===== config.mk =====
export PLATFORM = sky130hd
export DESIGN_NAME = timer_mode_engine
export DESIGN_NICKNAME = d
export VERILOG_FILES = /design/src/rtl/timer_pkg.sv /design/src/rtl/timer_if.sv /design/src/rtl/timer_mode_engine.sv /design/src/rtl/timer_prescaler.sv
export SDC_FILE = /design/constraint.sdc
export NUM_CORES = 1
export LEC_CHECK = 0
export ABC_AREA = 1
export BUFFER_PORTS_ARGS = -buffer_cell sky130_fd_sc_hd__buf_4
export CAP_MARGIN = 20
export CORE_ASPECT_RATIO = 1.25
export CORE_MARGIN = 1
export CORE_UTILIZATION = 60
export CTS_CLUSTER_SIZE = 40
export DETAILED_ROUTE_END_ITERATION = 10
export GPL_TIMING_DRIVEN = 0
export PLACE_DENSITY = 0.8
export RECOVER_POWER = 100
export SETUP_SLACK_MARGIN = 0.05
export SYNTH_ARGS = -nofsm -noshare
export SYNTH_HDL_FRONTEND = slang
export SYNTH_SLANG_ARGS = --single-unit

===== constraint.sdc =====
create_clock -name i_ref_clk -period 5.55 [get_ports i_ref_clk]
set_input_delay 0.555 -clock i_ref_clk [delete_from_list [all_inputs] [get_ports i_ref_clk]]
set_output_delay 0.555 -clock i_ref_clk [all_outputs]
set_load 0.05 [all_outputs]

===== src/rtl/timer_pkg.sv =====
// Package with register map, field layout, reset values and mode codes of the timer.
package timer_pkg;
    localparam logic [3:0]  ADDR_CTRL    = 4'h0;
    localparam logic [3:0]  ADDR_COUNT   = 4'h1;
    localparam logic [3:0]  ADDR_MATCH   = 4'h2;
    localparam logic [3:0]  ADDR_RELOAD  = 4'h3;
    localparam logic [3:0]  ADDR_STATUS  = 4'h4;
    localparam logic [3:0]  ADDR_MASK    = 4'h5;
    localparam logic [3:0]  ADDR_PINS    = 4'h6;
    localparam int          CTRL_EN_BIT  = 0;
    localparam int          CTRL_POL_BIT = 1;
    localparam int          CTRL_OE_BIT  = 2;
    localparam int          CTRL_MODE_LO = 4;
    localparam int          CTRL_PRE_LO  = 8;
    localparam int          ST_RELOAD    = 0;
    localparam int          ST_GATE_OFF  = 1;
    localparam logic [15:0] COUNT_RESTART = 16'h0001;
    localparam logic [15:0] RESET_WORD   = 16'h0000;
    localparam logic [1:0]  MODE_CMP_CNT = 2'h0;
    localparam logic [1:0]  MODE_PWM     = 2'h1;
    localparam logic [1:0]  MODE_COMPARE = 2'h2;
    localparam logic [1:0]  MODE_GATED   = 2'h3;
endpackage


===== src/rtl/timer_if.sv =====
// Interface carrying the enable, prescale select and tick strobe between the prescaler and the timer core.
`timescale 1ns/1ps
interface timer_if;
    logic       enable;
    logic [2:0] prescale_sel;
    logic       tick;
    modport core (output enable, output prescale_sel, input tick);
    modport div  (input enable, input prescale_sel, output tick);
endinterface


===== src/rtl/timer_mode_engine.sv =====
// Sixteen-bit up-counting timer with comparator counter, PWM, compare and gated modes.
//
// Strobed register access and the address map are this design's own decisions.
`timescale 1ns/1ps
// Notes on behaviour
// - Comparator counter: written start count only for first pass, then restart at one.
// - Comparator counter counts chosen comparator edge; same bit sets initial output level.
// - PWM counts ticks up to reload value and toggles the output at match.
// - PWM reload: interrupt, count back to one, keep counting.
// - PWM polarity one: start high, low at match, high again at reload.
// - PWM polarity zero: start low, high at match, low again at reload.
// - PWM start count governs only first period; later periods start at one.
// - Compare mode counts prescaled clock from start value toward compare value.
// - Gated mode counts ticks only while the input pin is at the active level.
// - Gated mode interrupts on input going inactive and on every reload.
// - Gated reload interrupts, returns count to one, resumes only if input active.
// - Gated mode with output enabled inverts the output at each reload.
module timer_mode_engine (
    input  wire logic        i_ref_clk,
    input  wire logic        i_nrst,
    input  wire logic [3:0]  i_addr,
    input  wire logic [15:0] i_wdata,
    input  wire logic        i_wr,
    input  wire logic        i_rd,
    output logic      [15:0] o_rdata,
    input  wire logic        i_timer_in,
    input  wire logic        i_cmp_out,
    output logic             o_timer_out,
    output logic             o_timer_oe,
    output logic             o_irq
);
    logic [15:0] ctrl;
    logic [15:0] count;
    logic [15:0] match;
    logic [15:0] reload;
    logic [1:0]  status;
    logic [1:0]  mask;
    logic        out_level;
    logic [1:0]  tin_sync;
    logic [1:0]  cmp_sync;
    logic        cmp_prev;
    logic        gate_prev;
    logic        enable;
    logic        pol;
    logic [1:0]  mode;
    logic        gate_active;
    logic        cmp_edge;
    logic        advance;
    logic        hit_reload;
    logic        hit_match;
    logic        gate_off;
    logic [15:0] next_count;
    logic [1:0]  clr_status;
    timer_if     tbus();

    // Write strobe aimed at one register index.
    function automatic logic wr_hit(input logic       wr,
                                    input logic [3:0] addr,
                                    input logic [3:0] target);
        return wr && (addr == target);
    endfunction

    // Sticky flag: the set wins over a clear that lands in the same cycle.
    function automatic logic sticky_next(input logic flag,
                                         input logic evt,
                                         input logic clear);
        return evt || (flag && !clear);
    endfunction

    assign enable = ctrl[timer_pkg::CTRL_EN_BIT];
    assign pol    = ctrl[timer_pkg::CTRL_POL_BIT];
    assign mode   = ctrl[timer_pkg::CTRL_MODE_LO +: 2];

    assign tbus.enable       = enable;
    assign tbus.prescale_sel = ctrl[timer_pkg::CTRL_PRE_LO +: 3];

    timer_prescaler u_prescaler (
        .i_ref_clk (i_ref_clk),
        .i_nrst    (i_nrst),
        .bus       (tbus.div)
    );

    // Pins from outside pass two flip-flops; only the second stage is read.
    always_ff @(posedge i_ref_clk or negedge i_nrst) begin
        if (!i_nrst) begin
            tin_sync <= 2'h0;
            cmp_sync <= 2'h0;
        end else begin
            tin_sync <= {tin_sync[0], i_timer_in};
            cmp_sync <= {cmp_sync[0], i_cmp_out};
        end
    end

    always_ff @(posedge i_ref_clk or negedge i_nrst) begin
        if (!i_nrst) begin
            cmp_prev  <= 1'b0;
            gate_prev <= 1'b0;
        end else begin
            cmp_prev  <= cmp_sync[1];
            gate_prev <= gate_active;
        end
    end

    assign gate_active = (tin_sync[1] == pol);
    // Polarity one picks the rising comparator edge, zero the falling one.
    assign cmp_edge = (cmp_sync[1] != cmp_prev) && (cmp_sync[1] == pol);

    always_comb begin
        unique case (mode)
            timer_pkg::MODE_CMP_CNT: advance = cmp_edge;
            timer_pkg::MODE_PWM:     advance = tbus.tick;
            timer_pkg::MODE_COMPARE: advance = tbus.tick;
            timer_pkg::MODE_GATED:   advance = tbus.tick && gate_active;
        endcase
    end

    assign hit_reload = enable && advance && (count == reload);
    assign hit_match  = enable && advance && (count == match) && (mode == timer_pkg::MODE_PWM);
    // A falling gate is only an event while the timer runs in gated mode.
    assign gate_off = enable && (mode == timer_pkg::MODE_GATED) && gate_prev && !gate_active;

    // The reload value is checked before incrementing, so a period is reload ticks long.
    always_comb begin
        if (hit_reload) begin
            next_count = timer_pkg::COUNT_RESTART;
        end else if (enable && advance) begin
            next_count = count + 16'h0001;
        end else begin
            next_count = count;
        end
    end

    always_ff @(posedge i_ref_clk or negedge i_nrst) begin
        if (!i_nrst) begin
            count <= timer_pkg::RESET_WORD;
        end else if (wr_hit(i_wr, i_addr, timer_pkg::ADDR_COUNT)) begin
            count <= i_wdata;
        end else begin
            count <= next_count;
        end
    end

    // Output level: preset from polarity while disabled, then driven by events.
    always_ff @(posedge i_ref_clk or negedge i_nrst) begin
        if (!i_nrst) begin
            out_level <= 1'b0;
        end else if (!enable) begin
            out_level <= pol;
        end else if (mode == timer_pkg::MODE_PWM) begin
            if (hit_reload) begin
                out_level <= pol;
            end else if (hit_match) begin
                out_level <= !out_level;
            end
        end else if (hit_reload) begin
            out_level <= !out_level;
        end
    end

    assign o_timer_out = out_level;
    assign o_timer_oe  = ctrl[timer_pkg::CTRL_OE_BIT];

    // Control is taken whole; software keeps the timer disabled while it changes fields.
    always_ff @(posedge i_ref_clk or negedge i_nrst) begin
        if (!i_nrst) begin
            ctrl <= timer_pkg::RESET_WORD;
        end else if (wr_hit(i_wr, i_addr, timer_pkg::ADDR_CTRL)) begin
            ctrl <= i_wdata;
        end
    end

    always_ff @(posedge i_ref_clk or negedge i_nrst) begin
        if (!i_nrst) begin
            match <= timer_pkg::RESET_WORD;
        end else if (wr_hit(i_wr, i_addr, timer_pkg::ADDR_MATCH)) begin
            match <= i_wdata;
        end
    end

    // The reload word doubles as the compare value in compare mode.
    always_ff @(posedge i_ref_clk or negedge i_nrst) begin
        if (!i_nrst) begin
            reload <= timer_pkg::RESET_WORD;
        end else if (wr_hit(i_wr, i_addr, timer_pkg::ADDR_RELOAD)) begin
            reload <= i_wdata;
        end
    end

    always_ff @(posedge i_ref_clk or negedge i_nrst) begin
        if (!i_nrst) begin
            mask <= 2'h0;
        end else if (wr_hit(i_wr, i_addr, timer_pkg::ADDR_MASK)) begin
            mask <= i_wdata[1:0];
        end
    end

    assign clr_status = wr_hit(i_wr, i_addr, timer_pkg::ADDR_STATUS) ? i_wdata[1:0] : 2'h0;

    // Sticky events: a new event in the clearing cycle survives the clear.
    always_ff @(posedge i_ref_clk or negedge i_nrst) begin
        if (!i_nrst) begin
            status <= 2'h0;
        end else begin
            status[timer_pkg::ST_RELOAD] <= sticky_next(
                status[timer_pkg::ST_RELOAD],
                hit_reload,
                clr_status[timer_pkg::ST_RELOAD]);
            status[timer_pkg::ST_GATE_OFF] <= sticky_next(
                status[timer_pkg::ST_GATE_OFF],
                gate_off,
                clr_status[timer_pkg::ST_GATE_OFF]);
        end
    end

    assign o_irq = |(status & mask);

    always_ff @(posedge i_ref_clk or negedge i_nrst) begin
        if (!i_nrst) begin
            o_rdata <= timer_pkg::RESET_WORD;
        end else if (i_rd) begin
            unique case (i_addr)
                timer_pkg::ADDR_CTRL:   o_rdata <= ctrl;
                timer_pkg::ADDR_COUNT:  o_rdata <= count;
                timer_pkg::ADDR_MATCH:  o_rdata <= match;
                timer_pkg::ADDR_RELOAD: o_rdata <= reload;
                timer_pkg::ADDR_STATUS: o_rdata <= {14'h0000, status};
                timer_pkg::ADDR_MASK:   o_rdata <= {14'h0000, mask};
                // Pin levels let software tell a gate-off from a reload.
                timer_pkg::ADDR_PINS:   o_rdata <= {13'h0000, out_level,
                                                    cmp_sync[1], tin_sync[1]};
                default:                o_rdata <= timer_pkg::RESET_WORD;
            endcase
        end else begin
            o_rdata <= timer_pkg::RESET_WORD;
        end
    end
endmodule


===== src/rtl/timer_prescaler.sv =====
// Prescaler that divides the system clock by a power of two into one-cycle tick pulses.
`timescale 1ns/1ps
module timer_prescaler (
    input  wire logic i_ref_clk,
    input  wire logic i_nrst,
    timer_if.div      bus
);
    logic [6:0] count;
    logic [6:0] limit;

    assign limit = 7'((8'h01 << bus.prescale_sel) - 8'h01);

    always_ff @(posedge i_ref_clk or negedge i_nrst) begin
        if (!i_nrst) begin
            count <= 7'h00;
        end else if (!bus.enable || count >= limit) begin
            count <= 7'h00;
        end else begin
            count <= count + 7'h01;
        end
    end

    // A disabled timer restarts its prescale phase so the first period is whole.
    always_ff @(posedge i_ref_clk or negedge i_nrst) begin
        if (!i_nrst) begin
            bus.tick <= 1'b0;
        end else begin
            bus.tick <= bus.enable && (count >= limit);
        end
    end
endmodule


# ---- Yosys cells after proc, flatten, opt, wreduce, memory -nomap -nowiden
# Index checks and enable logic that the tools add are counted.
dict set report totals {
  output_inout_bits 19
  elab_cells 81
  register_bits 99
}
dict set report classes {
  n_reduce_logical 32
  n_eq_ne 16
  bitwise 1
  magnitude_cmp 1
  shifts 1
  add_sub_neg 3
  mux 13
}
# cell count
set op_table {}
lappend op_table {{16-bit one-hot mux with 7 select lines} 1}
lappend op_table {{16-bit 2-to-1 mux} 4}
lappend op_table {{16-bit equality test} 2}
lappend op_table {{1-bit logical AND} 18}
lappend op_table {{16-bit by 1-bit adder with 16-bit output, second input constant} 1}
lappend op_table {{4-bit by 3-bit equality test with 1-bit output, second input constant} 3}
lappend op_table {{4-bit by 2-bit equality test with 1-bit output, second input constant} 2}
lappend op_table {{7-bit by 1-bit adder with 7-bit output, second input constant} 1}
lappend op_table {{7-bit >= comparator} 1}
lappend op_table {{7-bit 2-to-1 mux} 1}
lappend op_table {{1-bit by 3-bit << shifter with 7-bit output, first input constant} 1}
lappend op_table {{7-bit by 1-bit subtractor with 7-bit output, second input constant} 1}
lappend op_table {{3-bit by 1-bit != test with 1-bit output, second input constant} 2}
lappend op_table {{1-bit logical NOT} 5}
lappend op_table {{1-bit 2-to-1 mux} 5}
lappend op_table {{2-bit equality test, second input constant} 2}
lappend op_table {{4-bit by 1-bit equality test with 1-bit output, second input constant} 1}
lappend op_table {{4-bit logical NOT} 1}
lappend op_table {{2-bit OR reduction} 2}
lappend op_table {{1-bit logical OR} 3}
lappend op_table {{1-bit one-hot mux with 3 select lines} 1}
lappend op_table {{3-bit nonzero test} 1}
lappend op_table {{2-bit bitwise AND} 1}
lappend op_table {{1-bit equality test} 2}
lappend op_table {{5 further kinds} 5}

# ---- Depth between registers and ports, before layout
dict set report depth {
  ltp_word 10
  ltp_mapped 13
  depth_no_buf 13
}

# ---- Cells and area by module
# A second synthesis with hierarchy kept.
dict set report hier_totals {
  cells_unflattened 673
  area_unflattened_um2 5360.1
}
# module instances area_each_um2 seq_area_each_um2 cells_per_inst
set by_module_without_submodules {}
lappend by_module_without_submodules {timer_mode_engine 1 4788.3 2277.2 599}
lappend by_module_without_submodules {timer_prescaler 1 571.8 200.2 74}

# ---- Worst setup path after synthesis
# No wires, ideal clock.
dict set report synth_path {
  path_kind {register -> register}
  from {reg ctrl[10]}
  to {reg u_prescaler.count[5]}
  n_path_buf 2
  synth_period_minus_slack_ps 1861
  stages_incl_launch_ff 11
  setup_time_ps 78
  arrival_time_ps 1783
  path_slack_ps 3689
  path_cell_list {dfrtp_1 -> clkbuf_1 -> a21oi_1 -> ha_1 -> a21oi_1 -> o21ai_0 -> nand4_1 -> o2111ai_1 -> or2_2 -> clkbuf_1 -> a21oi_1}
}
dict set report synth_via {
  elab_chain_cells 5
}
# item line
set synth_rtl {}
lappend synth_rtl {{start, declared} timer_mode_engine.sv:32} ;# logic [15:0] ctrl;
lappend synth_rtl {{start signal, assigned} timer_mode_engine.sv:166} ;# ctrl <= timer_pkg::RESET_WORD;
lappend synth_rtl {{start signal, assigned} timer_mode_engine.sv:168} ;# ctrl <= i_wdata;
lappend synth_rtl {{1-bit by 3-bit << shifter with 7-bit output} timer_prescaler.sv:11} ;# assign limit = 7'((8'h01 << bus.prescale_sel) - 8'h01);
lappend synth_rtl {{7-bit by 1-bit subtractor with 7-bit output} timer_prescaler.sv:11}
lappend synth_rtl {{7-bit >= comparator} timer_prescaler.sv:16} ;# end else if (!bus.enable || count >= limit) begin
lappend synth_rtl {{1-bit logical OR} timer_prescaler.sv:16}
lappend synth_rtl {{7-bit 2-to-1 mux} timer_prescaler.sv:16}
lappend synth_rtl {{end signal, assigned} timer_prescaler.sv:19} ;# count <= count + 7'h01;
lappend synth_rtl {{end, declared} timer_prescaler.sv:8} ;# logic [6:0] count;
# No other way between the ends.
# A chain may end at the register's enable or synchronous reset.

# ---- Worst setup path after layout
dict set report layout_path {
  from {in i_addr[2]}
  to {reg count[15]}
}
dict set report layout_via {
  elab_chain_cells 3
}
# item line
set layout_rtl {}
lappend layout_rtl {{start, declared} timer_mode_engine.sv:21} ;# input wire logic [3:0] i_addr,
lappend layout_rtl {{4-bit by 1-bit equality test with 1-bit output *} timer_mode_engine.sv:60} ;# return wr && (addr == target);
lappend layout_rtl {{1-bit logical AND *} timer_mode_engine.sv:60}
lappend layout_rtl {{3-bit nonzero test (no source line) or 16-bit 2-to-1 mux (tied branches)} --}
lappend layout_rtl {{end signal, assigned} timer_mode_engine.sv:135} ;# count <= timer_pkg::RESET_WORD;
lappend layout_rtl {{end signal, assigned} timer_mode_engine.sv:137} ;# count <= i_wdata;
lappend layout_rtl {{end signal, assigned} timer_mode_engine.sv:139} ;# count <= next_count;
lappend layout_rtl {{end, declared} timer_mode_engine.sv:33} ;# logic [15:0] count;
# Every way passes the cells marked *; elsewhere a longest branch is shown, timed or not.

==> metrics.md <==
| Metric | Value |
|---|---|
| Post-Syn Area | `5330 µm²` |
| Cts bufs inserted | `9` |
| Placed cells | `840` |
| Worst EP required | `5.86 ns` |
| Synthesized net count | `713` |
| Area contributors post-synth | `dfrtp_1 (47%), nand2_1 (13%), inv_1 (6.0%), o21ai_0 (5.5%), nand3_1 (3.5%)` |
| Initial antenna violation count | `0` |
| CTS tree | `yes` |
| Post-synth top area cell | `dfrtp_1` |
| Clock net sink count | `99` |
| Largest net degree at the start of global routing | `58` |
| Most used DFF post-synth | `dfrtp_1` |
| CP max FO | `10` |
| Slew Limit Fails | `43` |
| Hold EP | `tin_sync[0]$_DFF_PN0_` |
| First-pass GRT wire length | `23500 µm` |
| Violated checks | `max-capacitance violations, max-slew violations` |
| # rows | `38` |
| Die Ht | `107 µm` |
| RR Startpoint | `ctrl[10]$_DFFE_PN0P_` |
| Global route overflow | `0` |
| Post-CTS Resized | `0` |
| Final WL | `14600 µm` |
| Pwr/cell area | `406 nW/µm²` |
| Slew headroom | `-61.8%` |
| Worst Hold Class | `in2reg` |
| Placed cell area | `5840 µm²` |
| Crit path max-delay cell type | `nand2_1` |
| Ys Warns | `0` |
| Final worst path period share | `45.8%` |
| Vias per inst | `5.74` |
| Overall routing resource usage | `33.8%` |
| Setup tns final | `0 ns` |
| Max frequency | `393 MHz` |
| Worst slew pin tran | `2.43 ns` |
| Nets | `769` |
| Total die area | `9260 µm²` |
| Leak | `2.97 nW` |
| Distinct cells, synth | `36` |
| DP HPWL | `10400 µm` |
| FF+latch count, synth | `99` |
| Worst reg2reg path depth | `10` |
| Crit end category | `flop` |
| Area delta synth->final | `12.2%` |
| RSZ-0062 raised after global routing | `false` |
| Final hold vios | `0` |
| CP peak stage delay | `0.47 ns` |
| Hold Buf Count CTS | `0` |
| CP dominant cell by count | `nand2_1` |
| Worst vdd ir | `0.258 mV` |
| Critical Path Start Type | `input pin` |
| Data arrival time of the worst path | `2.85 ns` |
| Via count | `4910` |
| Hold path cells | `1` |
| R2r setup slk | `3.28 ns` |
| Fin cells | `856` |
| Initial Util | `61.6%` |
| Mapped Cells | `675` |
| GP Congestion | `0.947` |
| Minimum clock period | `2.54 ns` |
| Placeable Area | `8650 µm²` |
| IO Pins | `45` |
| CTS clock-pin slew for the worst setup and hold paths | `0.10 ns` |
| Avg Cell Area, Syn | `7.89 µm²` |
| Max Root-Sink Buffers | `2` |
| Die X | `86.3 µm` |
| Clock Latency Late Sink | `0.38 ns` |
| Worst path cell trace | `clkbuf_4 -> nor2_1 -> nand2_1 -> inv_1 -> nand2_1 -> nand2_1 -> clkbuf_1 -> nand3_1 -> nand3_1` |
| Run status | `complete, but fails checks` |
| Detailed Routing Iterations Pass 1 | `7` |
| Clock tree root buffer cell | `clkbuf_8` |
| Post-DR wirelength/cell | `17.1 µm` |
| Sequential-to-total area share from yosys stat | `46.5%` |
| Design area | `5980 µm²` |
| Count of final setup violators | `0` |
| Layout cells sized above 1 | `8.97%` |
| Residual antenna-violating net count after detailed routing | `0` |
| Ys async rst share | `100%` |
| Layout Skew | `0.0115 ns` |
| Area share of the largest cell type after synthesis | `46.5%` |
| Max-Cap Viols | `1` |
| Top post-synthesis cells by count | `nand2_1 (180), dfrtp_1 (99), inv_1 (85)` |
| Critical R2R Capture | `u_prescaler.count[5]$_DFF_PN0_` |
| N_diodes | `0` |
| PortBufs | `44` |
| Post-CTS Setup Bufs | `0` |
| Min-delay src | `i_timer_in` |
| DRC | `0` |
| Number of global-route vias before repair | `4919` |
| H-tree depth | `3` |
| CP Class | `in2reg` |
| Count leader, synth | `nand2_1` |
| Initial drt markers | `541` |
| EDFF count, synth | `0` |
[critical path: cells and delay by family]
| kind | cells | cell delay, ns |
|---|---|---|
| buffers and inverters | 3 | 0.79 |
| AND/OR/NAND/NOR | 6 | 1.51 |
[cell type report]
cell class	instances	area (µm²)
multi-input combinational	457	2360
buffer	23	101
sequential	99	2480
timing repair buffer	45	279
clock inverter	6	111
tap	120	150
fill	747	2680
inverter	96	360
clock buffer	10	138
[state kept, by name, indices dropped and copies added (netlist names)]
name	flops
cmp_prev	1
cmp_sync	2
count	16
ctrl	16
gate_prev	1
mask	2
match	16
o_rdata	16
o_timer_out	1
reload	16
status	2
tin_sync	2
u_prescaler.bus.tick	1
u_prescaler.count	7
[through the flow]
step / total power [mW] / utilization, % / setup WS [ns] / hold slack, ns
finish: 2.43 / 69.1 / 3.01 / 0.301
global route: 2.58 / 69.1 / 2.77 / 0.288
CTS: 2.43 / 70.3 / 3.30 / 0.180
floorplan: 1.62 / - / 3.69 / 0.259
global placement: 1.82 / 67.1 / 3.39 / 0.346
detailed placement: 1.86 / 67.4 / 3.30 / 0.340
[cells by family (layout without fill, tap and decap cells)]
group                      Yosys count  in the layout  synth area share (%)
and+or+nand+nor                    298            298                  24.2
AOI/OAI and AO/OA                  117            117                  12.8
buffers and inverters              119            180                  8.76
DFF                                 99             99                  46.5
xor gates and xnor gates            30             30                  4.93
adders and majority gates           12             12                  2.82
[worst max path at each step]
stage          cells after the start            startpoint  slack (ns)                              to
6_report                           9             i_addr[2]        3.01           count[15]$_DFFE_PN0P_
5_1_grt                            1                i_nrst        2.77           o_rdata[11]$_DFF_PN0_
3_5_place_dp                      10  ctrl[10]$_DFFE_PN0P_        3.30  u_prescaler.count[5]$_DFF_PN0_
4_1_cts                           10  ctrl[10]$_DFFE_PN0P_        3.30  u_prescaler.count[5]$_DFF_PN0_
3_3_place_gp                       8             i_addr[2]        3.39             ctrl[9]$_DFFE_PN0P_
2_1_floorplan                     10  ctrl[10]$_DFFE_PN0P_        3.69  u_prescaler.count[5]$_DFF_PN0_
[layer usage]
layer  up-vias  share of wire [%]  global-route usage [%]
met5         -                  0                       0
met4         0                4.5                    18.6
met3        56                6.8                    5.67
met2       233                 50                    57.7
met1      2336                 39                    40.4
li1       2285                  -                       -
[layout by cell type, fill, tap and decap left out, types with 2 or more instances in the layout]
| cell type | instances |
|---|---|
| dfrtp_1 | 99 |
| ha_1 | 12 |
| nand3b_1 | 5 |
| clkbuf_4 | 5 |
| nor3_2 | 4 |
| and2_1 | 2 |
| clkbuf_1 | 37 |
| clkbuf_8 | 10 |
| bufinv_16 | 3 |
| o21ai_0 | 62 |
| nand2_1 | 182 |
| nand3_1 | 37 |
| nand4_1 | 8 |
| o21bai_1 | 2 |
| buf_2 | 5 |
| xnor2_1 | 12 |
| o22ai_1 | 23 |
| buf_4 | 18 |
| inv_2 | 5 |
| nor3_1 | 4 |
| nor2_1 | 47 |
| inv_1 | 91 |
| a221oi_1 | 13 |
| a21oi_1 | 11 |
| xor2_1 | 18 |
| nand2_2 | 4 |
| or2_2 | 3 |
[power by group]
group          leakage [nW]  internal [mW]  total, mW  switching (mW)
registers              1.27          0.870       1.03           0.159
clock network         0.123          0.313      0.574           0.262
logic                  1.58          0.299      0.823           0.524
Note: power is estimated with default switching activity, not from simulation.
